### src/shared/fbrl_pkg.sv
// constants shared by the burst read length block
package fbrl_pkg;

  // ------------------------------------------------------------------
  // register map
  // ------------------------------------------------------------------
  localparam logic [7:0] ADDR_FIFO_CTRL   = 8'h30;
  localparam logic [7:0] ADDR_BURST_COUNT = 8'h4b;
  localparam int         BURST_EN_BIT     = 7;
  localparam logic [7:0] BURST_COUNT_RST  = 8'h06;
  localparam logic [7:0] FIFO_CTRL_RST    = 8'h00;
  localparam logic [7:0] UNMAPPED_RDATA   = 8'h00;

  // ------------------------------------------------------------------
  // sample layout
  // ------------------------------------------------------------------
  localparam int         SAMPLE_W         = 48;
  localparam int         FIFO_DEPTH       = 16;
  localparam logic [3:0] DATA_BYTES       = 4'h6;
  localparam logic [1:0] MAX_STATUS_BYTES = 2'h2;
  localparam logic [3:0] STATUS_A_IDX     = 4'h6;
  localparam logic [3:0] STATUS_B_IDX     = 4'h7;
  // a programmed count of zero reads as a full 256-sample burst
  localparam logic [8:0] ZERO_COUNT_LEN   = 9'h100;
  localparam logic [8:0] SINGLE_SAMPLE    = 9'h001;

  typedef enum logic [0:0] {
    FBRL_IDLE,
    FBRL_SEND
  } fbrl_state_t;

endpackage : fbrl_pkg

### src/fbrl_burst.sv
// burst read sequencer with its count and enable registers
`timescale 1ns/1ps

// What this block does
// - 8-bit read/write burst sample count at 0x4b, reset value 0x06.
// - Count register sets how many samples one burst read delivers.
// - With bit 7 of 0x30 set, a burst sends the programmed count, or 256 samples when the count is zero.
// - Sample is six data bytes plus zero, one or two status bytes.
// - Count means samples, not bytes; host multiplies by sample length.
// - With burst mode off, the count register is ignored for reads.
module fbrl_burst (
  input  wire logic       sys_clk_i,
  input  wire logic       rst_i,
  input  wire logic [7:0] reg_addr_i,
  input  wire logic       reg_wr_i,
  input  wire logic [7:0] reg_wdata_i,
  input  wire logic       reg_rd_i,
  output logic      [7:0] reg_rdata_o,
  output logic            reg_rvalid_o,
  input  wire logic       sample_valid_i,
  output logic            sample_ready_o,
  input  wire logic [47:0] sample_data_i,
  input  wire logic [1:0] status_bytes_i,
  input  wire logic [7:0] status_a_i,
  input  wire logic [7:0] status_b_i,
  input  wire logic       burst_start_i,
  input  wire logic       burst_end_i,
  input  wire logic       byte_req_i,
  output logic      [7:0] byte_o,
  output logic            byte_valid_o,
  output logic            burst_busy_o,
  output logic            burst_done_o,
  output logic            burst_en_o
);

  // ------------------------------------------------------------------
  // declarations
  // ------------------------------------------------------------------
  logic [7:0]                 burst_sample_count;
  logic [7:0]                 fifo_ctrl;
  fbrl_pkg::fbrl_state_t      state;
  logic [3:0]                 byte_idx;
  logic [3:0]                 sample_len;
  logic [8:0]                 samples_left;
  logic [7:0]                 stat_a;
  logic [7:0]                 stat_b;
  logic                       head_valid;
  logic [fbrl_pkg::SAMPLE_W-1:0] head_data;
  logic                       head_pop;
  logic                       fifo_in_ready;
  logic                       serve;
  logic                       last_byte;
  logic [8:0]                 next_len;
  logic                       start_ok;
  logic                       finish;

  // ------------------------------------------------------------------
  // helpers
  // ------------------------------------------------------------------
  // byte of a sample, data lsb first, then the two status bytes
  function automatic logic [7:0] pick_byte(
    input logic [fbrl_pkg::SAMPLE_W-1:0] data,
    input logic [3:0]                    idx,
    input logic [7:0]                    sa,
    input logic [7:0]                    sb
  );
    logic [7:0] b;
    b = 8'h00;
    if (idx < fbrl_pkg::DATA_BYTES) begin
      b = data[idx*8 +: 8];
    end else if (idx == fbrl_pkg::STATUS_A_IDX) begin
      b = sa;
    end else if (idx == fbrl_pkg::STATUS_B_IDX) begin
      b = sb;
    end
    return b;
  endfunction : pick_byte

  // bytes per sample: six plus the appended status count, capped at two
  function automatic logic [3:0] len_of(input logic [1:0] extra);
    logic [1:0] e;
    e = (extra > fbrl_pkg::MAX_STATUS_BYTES) ? fbrl_pkg::MAX_STATUS_BYTES
                                             : extra;
    return 4'(fbrl_pkg::DATA_BYTES + {2'h0, e});
  endfunction : len_of

  // ------------------------------------------------------------------
  // register file
  // ------------------------------------------------------------------
  always_ff @(posedge sys_clk_i) begin
    if (rst_i) begin
      burst_sample_count <= fbrl_pkg::BURST_COUNT_RST;
    end else if (reg_wr_i && reg_addr_i == fbrl_pkg::ADDR_BURST_COUNT) begin
      burst_sample_count <= reg_wdata_i;
    end
  end

  // all eight bits kept so a read returns what was written
  always_ff @(posedge sys_clk_i) begin
    if (rst_i) begin
      fifo_ctrl <= fbrl_pkg::FIFO_CTRL_RST;
    end else if (reg_wr_i && reg_addr_i == fbrl_pkg::ADDR_FIFO_CTRL) begin
      fifo_ctrl <= reg_wdata_i;
    end
  end

  always_ff @(posedge sys_clk_i) begin
    if (rst_i) begin
      reg_rvalid_o <= 1'b0;
    end else begin
      reg_rvalid_o <= reg_rd_i;
    end
  end

  // read data holds between reads
  always_ff @(posedge sys_clk_i) begin
    if (rst_i) begin
      reg_rdata_o <= 8'h00;
    end else if (reg_rd_i) begin
      case (reg_addr_i)
        fbrl_pkg::ADDR_BURST_COUNT: reg_rdata_o <= burst_sample_count;
        fbrl_pkg::ADDR_FIFO_CTRL:   reg_rdata_o <= fifo_ctrl;
        default:                    reg_rdata_o <= fbrl_pkg::UNMAPPED_RDATA;
      endcase
    end
  end

  always_ff @(posedge sys_clk_i) begin
    if (rst_i) begin
      burst_en_o <= 1'b0;
    end else begin
      burst_en_o <= fifo_ctrl[fbrl_pkg::BURST_EN_BIT];
    end
  end

  // ------------------------------------------------------------------
  // sample fifo
  // ------------------------------------------------------------------
  // gated by the port's own ready so a held sample is never taken twice
  fbrl_fifo #(
    .WIDTH (fbrl_pkg::SAMPLE_W),
    .DEPTH (fbrl_pkg::FIFO_DEPTH)
  ) u_fifo (
    .sys_clk_i   (sys_clk_i),
    .rst_i       (rst_i),
    .in_valid_i  (sample_valid_i && sample_ready_o),
    .in_ready_o  (fifo_in_ready),
    .in_data_i   (sample_data_i),
    .out_valid_o (head_valid),
    .out_ready_i (head_pop),
    .out_data_o  (head_data)
  );

  // fifo ready is already a flop; this copy is one cycle more
  // conservative, so the source may see ready late but never wrongly
  always_ff @(posedge sys_clk_i) begin
    if (rst_i) begin
      sample_ready_o <= 1'b0;
    end else begin
      sample_ready_o <= fifo_in_ready && !(sample_valid_i && sample_ready_o);
    end
  end

  // ------------------------------------------------------------------
  // burst sequencer
  // ------------------------------------------------------------------
  // a byte is served only when a sample is waiting and none is in flight
  assign serve     = (state == fbrl_pkg::FBRL_SEND) && byte_req_i &&
                     head_valid && !byte_valid_o && !burst_end_i;
  assign last_byte = byte_idx == 4'(sample_len - 1'b1);
  assign head_pop  = serve && last_byte;
  assign start_ok  = (state == fbrl_pkg::FBRL_IDLE) && burst_start_i;
  // last byte of the last sample of this burst
  assign finish    = head_pop && (samples_left == fbrl_pkg::SINGLE_SAMPLE);

  // count register only consulted in burst mode
  // a zero count asks for a full 256-sample burst
  always_comb begin
    next_len = fbrl_pkg::SINGLE_SAMPLE;
    if (fifo_ctrl[fbrl_pkg::BURST_EN_BIT]) begin
      next_len = (burst_sample_count == 8'h00) ? fbrl_pkg::ZERO_COUNT_LEN
                                               : {1'b0, burst_sample_count};
    end
  end

  always_ff @(posedge sys_clk_i) begin
    if (rst_i) begin
      state <= fbrl_pkg::FBRL_IDLE;
    end else begin
      case (state)
        fbrl_pkg::FBRL_IDLE: begin
          if (burst_start_i) begin
            state <= fbrl_pkg::FBRL_SEND;
          end
        end
        fbrl_pkg::FBRL_SEND: begin
          // partial sample is not popped, host sees it again next time
          if (burst_end_i || finish) begin
            state <= fbrl_pkg::FBRL_IDLE;
          end
        end
        default: state <= fbrl_pkg::FBRL_IDLE;
      endcase
    end
  end

  // byte position inside the current sample
  always_ff @(posedge sys_clk_i) begin
    if (rst_i) begin
      byte_idx <= 4'h0;
    end else if (start_ok) begin
      byte_idx <= 4'h0;
    end else if (serve) begin
      byte_idx <= last_byte ? 4'h0 : 4'(byte_idx + 1'b1);
    end
  end

  // length frozen per burst; a change mid-burst would split a sample
  always_ff @(posedge sys_clk_i) begin
    if (rst_i) begin
      sample_len <= fbrl_pkg::DATA_BYTES;
    end else if (start_ok) begin
      sample_len <= len_of(status_bytes_i);
    end
  end

  always_ff @(posedge sys_clk_i) begin
    if (rst_i) begin
      samples_left <= 9'h000;
    end else if (start_ok) begin
      samples_left <= next_len;
    end else if (head_pop) begin
      samples_left <= 9'(samples_left - 1'b1);
    end
  end

  // ------------------------------------------------------------------
  // status capture
  // ------------------------------------------------------------------
  // status bytes sampled at the first byte so one sample is coherent
  always_ff @(posedge sys_clk_i) begin
    if (rst_i) begin
      stat_a <= 8'h00;
      stat_b <= 8'h00;
    end else if (serve && byte_idx == 4'h0) begin
      stat_a <= status_a_i;
      stat_b <= status_b_i;
    end
  end

  // ------------------------------------------------------------------
  // byte output
  // ------------------------------------------------------------------
  always_ff @(posedge sys_clk_i) begin
    if (rst_i) begin
      byte_valid_o <= 1'b0;
    end else begin
      byte_valid_o <= serve;
    end
  end

  // byte held until the next one is served
  always_ff @(posedge sys_clk_i) begin
    if (rst_i) begin
      byte_o <= 8'h00;
    end else if (serve) begin
      byte_o <= pick_byte(head_data, byte_idx,
                          (byte_idx == 4'h0) ? status_a_i : stat_a,
                          (byte_idx == 4'h0) ? status_b_i : stat_b);
    end
  end

  // ------------------------------------------------------------------
  // burst status
  // ------------------------------------------------------------------
  always_ff @(posedge sys_clk_i) begin
    if (rst_i) begin
      burst_done_o <= 1'b0;
    end else begin
      burst_done_o <= finish;
    end
  end

  // busy drops with the last byte, not a cycle later
  always_ff @(posedge sys_clk_i) begin
    if (rst_i) begin
      burst_busy_o <= 1'b0;
    end else if (state == fbrl_pkg::FBRL_IDLE) begin
      burst_busy_o <= burst_start_i;
    end else begin
      burst_busy_o <= !(burst_end_i || finish);
    end
  end

endmodule : fbrl_burst

### src/fbrl_fifo.sv
// sample fifo with registered read data and registered flags
`timescale 1ns/1ps

module fbrl_fifo #(
  parameter int WIDTH = 48,
  parameter int DEPTH = 16
) (
  input  wire logic             sys_clk_i,
  input  wire logic             rst_i,
  input  wire logic             in_valid_i,
  output logic                  in_ready_o,
  input  wire logic [WIDTH-1:0] in_data_i,
  output logic                  out_valid_o,
  input  wire logic             out_ready_i,
  output logic      [WIDTH-1:0] out_data_o
);

  localparam int AW = $clog2(DEPTH);

  logic [WIDTH-1:0] mem [DEPTH];
  logic [AW-1:0]    wr_ptr;
  logic [AW-1:0]    rd_ptr;
  logic [AW:0]      count;
  logic             push;
  logic             pop;
  logic [AW-1:0]    next_rd_ptr;
  logic [AW:0]      next_count;

  assign push        = in_valid_i && in_ready_o;
  assign pop         = out_valid_o && out_ready_i;
  assign next_rd_ptr = pop ? AW'(rd_ptr + 1'b1) : rd_ptr;
  assign next_count  = (AW+1)'(count + {{AW{1'b0}}, push}
                               - {{AW{1'b0}}, pop});

  always_ff @(posedge sys_clk_i) begin
    if (push) begin
      mem[wr_ptr] <= in_data_i;
    end
  end

  always_ff @(posedge sys_clk_i) begin
    if (rst_i) begin
      wr_ptr <= '0;
      rd_ptr <= '0;
      count  <= '0;
    end else begin
      if (push) begin
        wr_ptr <= AW'(wr_ptr + 1'b1);
      end
      rd_ptr <= next_rd_ptr;
      count  <= next_count;
    end
  end

  // flags come from flops so the top sees registered handshakes
  always_ff @(posedge sys_clk_i) begin
    if (rst_i) begin
      in_ready_o  <= 1'b1;
      out_valid_o <= 1'b0;
    end else begin
      in_ready_o  <= next_count != (AW+1)'(DEPTH);
      out_valid_o <= next_count != '0;
    end
  end

  // head word prefetched; bypass when the write lands on the new head
  always_ff @(posedge sys_clk_i) begin
    if (rst_i) begin
      out_data_o <= '0;
    end else if (push && wr_ptr == next_rd_ptr) begin
      out_data_o <= in_data_i;
    end else begin
      out_data_o <= mem[next_rd_ptr];
    end
  end

endmodule : fbrl_fifo

### config.mk
export PLATFORM = sky130hd
export DESIGN_NAME = fbrl_burst
export DESIGN_NICKNAME = d
export VERILOG_FILES = /design/src/shared/fbrl_pkg.sv /design/src/fbrl_burst.sv /design/src/fbrl_fifo.sv
export SDC_FILE = /design/constraint.sdc
export NUM_CORES = 1
export LEC_CHECK = 0
export BUFFER_PORTS_ARGS = -buffer_cell sky130_fd_sc_hd__clkbuf_2
export CAP_MARGIN = 5
export CORE_MARGIN = 1.5
export CORE_UTILIZATION = 53
export DETAILED_ROUTE_END_ITERATION = 10
export GPL_TIMING_DRIVEN = 1
export PLACE_DENSITY = 0.71
export SLEW_MARGIN = 20
export SYNTH_ARGS = -nofsm -noshare
export SYNTH_HDL_FRONTEND = slang
export SYNTH_SLANG_ARGS = --single-unit
### constraint.sdc
create_clock -name sys_clk_i -period 4.29 [get_ports sys_clk_i]
set_input_delay 0.2145 -clock sys_clk_i [delete_from_list [all_inputs] [get_ports sys_clk_i]]
set_output_delay 0.2145 -clock sys_clk_i [all_outputs]
set_load 0.01 [all_outputs]
After elaboration in Yosys (flattened, before gate mapping)
Memories as Yosys holds them, arrays and structs flattened. A register that Yosys moved wholly into a read port is not among the register bits.
Cells that the tools add are included.
W data, S select, Z words.
{"block": "classes", "shift": 1, "add_sub_neg": 8, "bitwise": 1, "order_cmp": 2, "reduce_logical": 24, "n_eq_ne": 7, "muxes": 19}
{"op": "$shiftx A48 B8 Y8", "count": 1}
{"op": "$mux W8", "count": 5}
{"op": "$mux W9", "count": 4}
{"op": "$pmux W8 S2", "count": 1}
{"op": "$logic_and A1 B1 Y1", "count": 14}
{"op": "$add A4 B1 Y4 const B", "count": 3}
{"op": "$eq A9 B1 Y1 const B", "count": 1}
{"op": "$sub A9 B1 Y9 const B", "count": 1}
{"op": "$eq A4 B3 Y1 const B", "count": 2}
{"op": "$eq A8 B6 Y1 const B", "count": 1}
{"op": "$eq A8 B7 Y1 const B", "count": 1}
{"op": "$logic_not A8 Y1", "count": 1}
{"op": "$mux W4", "count": 2}
{"op": "$add A5 B1 Y5", "count": 1}
{"op": "$mux W1", "count": 5}
{"op": "$ne A5 B5 Y1 const B", "count": 1}
{"op": "$reduce_bool A5 Y1", "count": 1}
{"op": "$sub A5 B1 Y5", "count": 1}
{"op": "$add A3 B2 Y4 const A", "count": 1}
{"op": "$eq A4 B4 Y1", "count": 1}
{"op": "$logic_not A1 Y1", "count": 4}
{"op": "$logic_not A4 Y1", "count": 1}
{"op": "$lt A4 B3 Y1 const B", "count": 1}
{"op": "$sub A4 B1 Y4 const B", "count": 1}
{"op": "7 further kinds", "count": 7}
{"block": "word_totals", "ramBits": 768, "mem_count": 1, "inputBits": 90, "wordCells": 84, "output_inout_bits": 22, "regBits": 87}
{"memory": "u_fifo.mem", "depth": 16, "word_bits": 48, "rd": 1, "rd_ports_with_merged_regs": 1, "wr": 1, "line_no": "fbrl_fifo.sv:20", "text": "logic [WIDTH-1:0] mem [DEPTH];"}

Logic depth before layout (Yosys ltp)
{"block": "depth", "ltp_word": 9, "ltp_mapped": 16, "depth_no_buf": 15}

Cells and area by module
Synthesis repeated with hierarchy kept, for this count alone.
{"block": "unflattened", "hier_cells": 2556, "hier_area_um2": 41367.2}
{"module": "fbrl_fifo", "seq_area_each_um2": 24323.3, "cells_each": 2171, "area_each_um2": 37883.8, "instances": 1}
{"module": "fbrl_burst", "seq_area_each_um2": 1401.3, "cells_each": 385, "area_each_um2": 3483.3, "instances": 1}

Least setup slack after synthesis
Ideal clock, no wire load.
{"block": "synth_path", "path_kind": "reg-to-reg", "from": "register sample_ready_o", "to": "memory u_fifo.mem[3][0], enable pin", "arrival_ns": 4.286, "period_less_slack_ns": 4.799, "slack_ns": -0.509, "path_buffers": 1, "required_ns": 3.777, "stages_incl_launch_ff": 5, "setup_time_ns": 0.513, "cell_sequence": "dfxtp_1 > and3_1 > clkbuf_1 > nand2_1 > nor3_1"}
{"block": "synth_via", "elab_chain_cells": 4}
{"item": "start, declared", "line_no": "fbrl_burst.sv:21", "text": "output logic sample_ready_o,"}
{"item": "start signal, assigned", "line_no": "fbrl_burst.sv:160", "text": "sample_ready_o <= fifo_in_ready && !(sample_valid_i && sample_ready_o);"}
{"item": "$logic_and A1 B1 Y1", "line_no": "fbrl_burst.sv:146", "text": ".in_valid_i (sample_valid_i && sample_ready_o),"}
{"item": "$logic_and A1 B1 Y1", "line_no": "fbrl_fifo.sv:29", "text": "assign push = in_valid_i && in_ready_o;"}
{"item": "net u_fifo.push", "line_no": "fbrl_fifo.sv:24", "text": "logic push;"}
{"item": "$mux W1", "line_no": "fbrl_fifo.sv:36", "text": "if (push) begin"}
{"item": "$mux W1 (not written as such)", "line_no": "fbrl_fifo.sv:37", "text": "mem[wr_ptr] <= in_data_i;"}
{"item": "end, declared", "line_no": "fbrl_fifo.sv:20"}
The timed path passes the listed nets, and every way through them passes these cells.

Final worst setup path
{"block": "layout_path", "from": "register sample_len[0]", "to": "register u_fifo.out_data_o[45] (read register of u_fifo.mem)"}
{"block": "layout_via", "elab_chain_cells": 5}
{"item": "start, declared", "line_no": "fbrl_burst.sv:43", "text": "logic [3:0] sample_len;"}
{"item": "start signal, assigned", "line_no": "fbrl_burst.sv:221", "text": "sample_len <= fbrl_pkg::DATA_BYTES;"}
{"item": "start signal, assigned", "line_no": "fbrl_burst.sv:223", "text": "sample_len <= len_of(status_bytes_i);"}
{"item": "$sub A4 B1 Y4", "line_no": "fbrl_burst.sv:170", "text": "assign last_byte = byte_idx == 4'(sample_len - 1'b1);"}
{"item": "$eq A4 B4 Y1", "line_no": "fbrl_burst.sv:170"}
{"item": "$logic_and A1 B1 Y1", "line_no": "fbrl_burst.sv:171", "text": "assign head_pop = serve && last_byte;"}
{"item": "$logic_and A1 B1 Y1", "line_no": "fbrl_fifo.sv:30", "text": "assign pop = out_valid_o && out_ready_i;"}
{"item": "$mux W4", "line_no": "fbrl_fifo.sv:31", "text": "assign next_rd_ptr = pop ? AW'(rd_ptr + 1'b1) : rd_ptr;"}
{"item": "end, declared", "line_no": "fbrl_fifo.sv:15", "text": "output logic [WIDTH-1:0] out_data_o"}
No other way between the ends.
A chain may end at the register's enable or synchronous reset.

==> qor_table.md <==
| Parameter | Reported |
|:---|:---|
| Ys flop type | sky130_fd_sc_hd__edfxtp_1 |
| Worst Setup End Kind | flop |
| Area enclosed by the die boundary | 73,900 µm² |
| CP startpoint | sample_len[0] |
| Antenna violation net count after detailed routing | 0 |
| Critical register-to-register path startpoint | sample_len[0] |
| Worst Path Required | 4770 ps |
| Aggregate global-route resource usage | 0.288 |
| Capturing point of the worst reg2reg path | u_fifo.out_data_o[45] |
| Count of mapped cells out of synthesis | 2,803 |
| Average cell area after synthesis | 13.7 µm² |
| Worst Min Path Start | sample_data_i[42] |
| CTS buffer count | 90 |
| Vias per std cell | 6.68 |
| Maximum clock rate | 254 MHz |
| Pins over their slew limit | 0 |
| Flop2flop setup slack | 360 ps |
| Clock H-tree levels | 3 |
| WL/cell | 27.4 µm |
| Post-synth EDFFs | 768 |
| Kind of cell adding the most delay to the critical path | compound AO/OA/AOI/OAI gates |
| Slew at the pin with the worst max-slew slack | 1120 ps |
| Leakage power total | 14.1 nW |
| Worst-case vdd ir drop | 0.284 mV |
| Area growth from synthesis to final layout | 14.3% |
| CTS clk-pin slew, worst paths | 60 ps |
| Post-detailed-route DRC marker count | 0 |
| Final weighted congestion of routability-driven global placement | 0.882 |
| Class of the tightest hold or removal check | input pin to flop |
| Worst Path Buf+Inv | 2 |
| Fillcell total | 5,205 |
| Antenna fix cells | 0 |
| Worst slew margin relative to its limit | 0.252 |
| Maximum clock skew at final layout | 23.8 ps |
| Seq cells post-synth | 901 |
| Highest cell delay on the worst timing path | 650 ps |
| Drt first-iter violations | 3,085 |
| Total Nets Final | 3,043 |
| Hold EP | u_fifo.mem[6][42] |
| Synth top cells by count | 768 x sky130_fd_sc_hd__edfxtp_1, 260 x sky130_fd_sc_hd__mux2i_1, 230 x sky130_fd_sc_hd__nand2_1 |
| Peak fanout along the critical path | 14 |
| Top-level I/O count | 112 |
| Cell at the root of the clock tree | sky130_fd_sc_hd__clkbuf_16 |
| Time the final worst path needs with I/O delays and setup | 3930 ps |
| Total setup buffers inserted after CTS | 0 |
| Final worst slack | 356 ps |
| Share of layout cells above drive strength 1 | 0.148 |
| Worst R2R Path Depth | 11 |
| Detailed-route wire length | 108 mm |
| Cells traversed along the worst timing path | inv_1, ha_1, xnor2_1, or3_1, o21ai_0, and2_4, buf_4, mux2i_1, o22ai_1, a2111oi_0, a211oi_1 |
| Async set-or-reset flop fraction in the synthesized netlist | 0 |
| Final hold violations | 0 |
| Worst Path Arrival | 4420 ps |
| Run status | finished, final reports clean |
| WHS Path Cells | 1 |
| Global-route wire length before repair | 160 mm |
| Die X | 272 µm |
| Number of clock sinks | 901 |
| First-pass iteration count of the detailed router | 6 |
| Floorplan Core Area | 71,500 µm² |
| Port Buffer Count | 111 |
| Number of global-route vias before repair | 26,100 |
| Power density cells | 425 nW/µm² |
| Share of the yosys chip area belonging to registers | 0.671 |
| DR vias | 26,400 |
| Share of the clock period used by the worst path | 0.917 |
| Synthesized net count | 2,911 |
| Number of antenna violations at the first check in global routing | 3 |
| Maximum number of pins on one net before global-route repair | 179 |
| Aggregate negative setup slack | 0 ps |
| Sort of element at the start of the critical path | flop |
| TritonCTS clock tree | done |
| Synth top area cells | sky130_fd_sc_hd__edfxtp_1 60%, sky130_fd_sc_hd__dfxtp_1 6.9%, sky130_fd_sc_hd__mux2i_1 6.8%, sky130_fd_sc_hd__o221ai_1 2.6%, sky130_fd_sc_hd__o22ai_1 2.4% |
| Mapped Area | 38,300 µm² |
| Crit path max-delay cell type | sky130_fd_sc_hd__o21ai_0 |
| Yosys Warn Count | 0 |
| Half-perimeter wire length after detailed placement | 61.7 mm |
| Residual overflow from global routing | 0 |
| Initial core utilization | 0.536 |
| Count of max-cap constraint violations | 0 |
| # rows | 98 |
| Post-placement worst setup slack | 536 ps |
| Clk Latency, worst-skew pair | 660 ps |
| Area share of the largest cell type after synthesis | 0.602 |
| Count of unique library cells instantiated by Yosys | 69 |
| Number of buffers on the longest clock path | 3 |
| Post-synth top area cell | sky130_fd_sc_hd__edfxtp_1 |
| Overall power after layout | 18.6 mW |
| Unrepaired setup endpoints after global routing | no |
| Endpoints failing setup | 0 |
| Chip height | 272 µm |
| WS Path Type | flop to flop |
| Count leader, synth | sky130_fd_sc_hd__edfxtp_1 |
[final cells by class]
type / instances / area [µm²] / area share
Timing Repair Buffer: 252 / 1890 / 0.0431
Multi-Input combinational cell: 1668 / 11800 / 0.270
Inverter: 22 / 82.6 / 0.00189
Sequential cell: 901 / 25700 / 0.587
Tap cell: 950 / 1190 / 0.0271
Clock inverter: 50 / 574 / 0.0131
Clock buffer: 118 / 2510 / 0.0572
[metrics by stage]
step	utilization	cell area, µm²	hold slack (ps)	instances
finish	0.613	43800	9.38	3961
global route	0.613	43800	28.6	3961
CTS	0.613	43800	0.250	3961
detailed placement	0.564	40300	421	3750
global placement	0.564	40300	416	3750
floorplan	-	38300	312	2803
[timing repair]
item	4_1_cts	5_1_grt
setup endpoints to repair	0	0
endpoints found under the hold margin	232	0
gates resized for setup	0	0
hold buffers	43	0
[layout by cell type, fill, tap and decap left out, types with 15 or more instances in the layout]
| cell type | count |
|---|---|
| sky130_fd_sc_hd__edfxtp_1 | 768 |
| sky130_fd_sc_hd__mux2i_1 | 260 |
| sky130_fd_sc_hd__nand2_1 | 227 |
| sky130_fd_sc_hd__o22ai_1 | 147 |
| sky130_fd_sc_hd__nor2_1 | 140 |
| sky130_fd_sc_hd__dfxtp_1 | 131 |
| sky130_fd_sc_hd__nand3_1 | 114 |
| sky130_fd_sc_hd__o221ai_1 | 113 |
| sky130_fd_sc_hd__clkbuf_2 | 110 |
| sky130_fd_sc_hd__a21oi_1 | 100 |
| sky130_fd_sc_hd__clkbuf_16 | 94 |
| sky130_fd_sc_hd__buf_4 | 86 |
| sky130_fd_sc_hd__nor3_1 | 72 |
| sky130_fd_sc_hd__o21ai_0 | 64 |
| sky130_fd_sc_hd__a311oi_1 | 53 |
| sky130_fd_sc_hd__a211oi_1 | 51 |
| sky130_fd_sc_hd__a22oi_1 | 49 |
| sky130_fd_sc_hd__dlygate4sd3_1 | 43 |
| sky130_fd_sc_hd__mux4_2 | 34 |
| sky130_fd_sc_hd__a31oi_1 | 24 |
| sky130_fd_sc_hd__xnor2_1 | 22 |
| sky130_fd_sc_hd__inv_1 | 20 |
| sky130_fd_sc_hd__clkbuf_1 | 17 |
| sky130_fd_sc_hd__ha_1 | 16 |
| sky130_fd_sc_hd__clkinv_2 | 16 |
| sky130_fd_sc_hd__mux2_2 | 15 |
[how the worst max path moves through the flow]
stage                     depth (start not counted)                    end  slack, ps
after detailed placement                         11  u_fifo.out_data_o[45]        540
after global placement                           16      u_fifo.in_ready_o        710
after global routing                             11  u_fifo.out_data_o[45]        210
final                                            11  u_fifo.out_data_o[45]        360
after floorplan                                   4       u_fifo.mem[7][0]        780
after CTS                                        11  u_fifo.out_data_o[45]        450
[sequential cells by signal, summed over array words and instances (netlist names), 5 cells and up]
signal	cells
u_fifo.mem	768
u_fifo.out_data_o	48
samples_left	9
burst_sample_count	8
byte_o	8
fifo_ctrl	8
reg_rdata_o	8
stat_a	8
stat_b	8
u_fifo.count	5
[kinds of logic (layout without fill, tap and decap cells)]
logic type,count (synthesis),in the layout,synth area share
flops,901,901,0.671
simple gates,640,640,0.0742
compound gates,670,670,0.123
buf+inv,234,442,0.0255
fa+ha+maj,18,18,0.00607
xor+xnor,31,31,0.00784
mux,309,309,0.0923
[power by group]
part,total (mW),internal (mW),switching (mW)
Clock,8.15,4.80,3.35
Sequential,9.76,9.65,0.105
Combinational,0.724,0.248,0.476
Total,18.6,14.7,3.94
[per-layer routing]
| metal | wire length (µm) | global-route usage | up-vias |
|---|---|---|---|
| li1 | - | - | 11400 |
| met1 | 41500 | 0.381 | 13200 |
| met2 | 51300 | 0.467 | 1619 |
| met3 | 11400 | 0.0542 | 265 |
| met4 | 4090 | 0.123 | 2 |
| met5 | 8 | 0 | - |
Note: power is estimated with default switching activity, not from simulation.
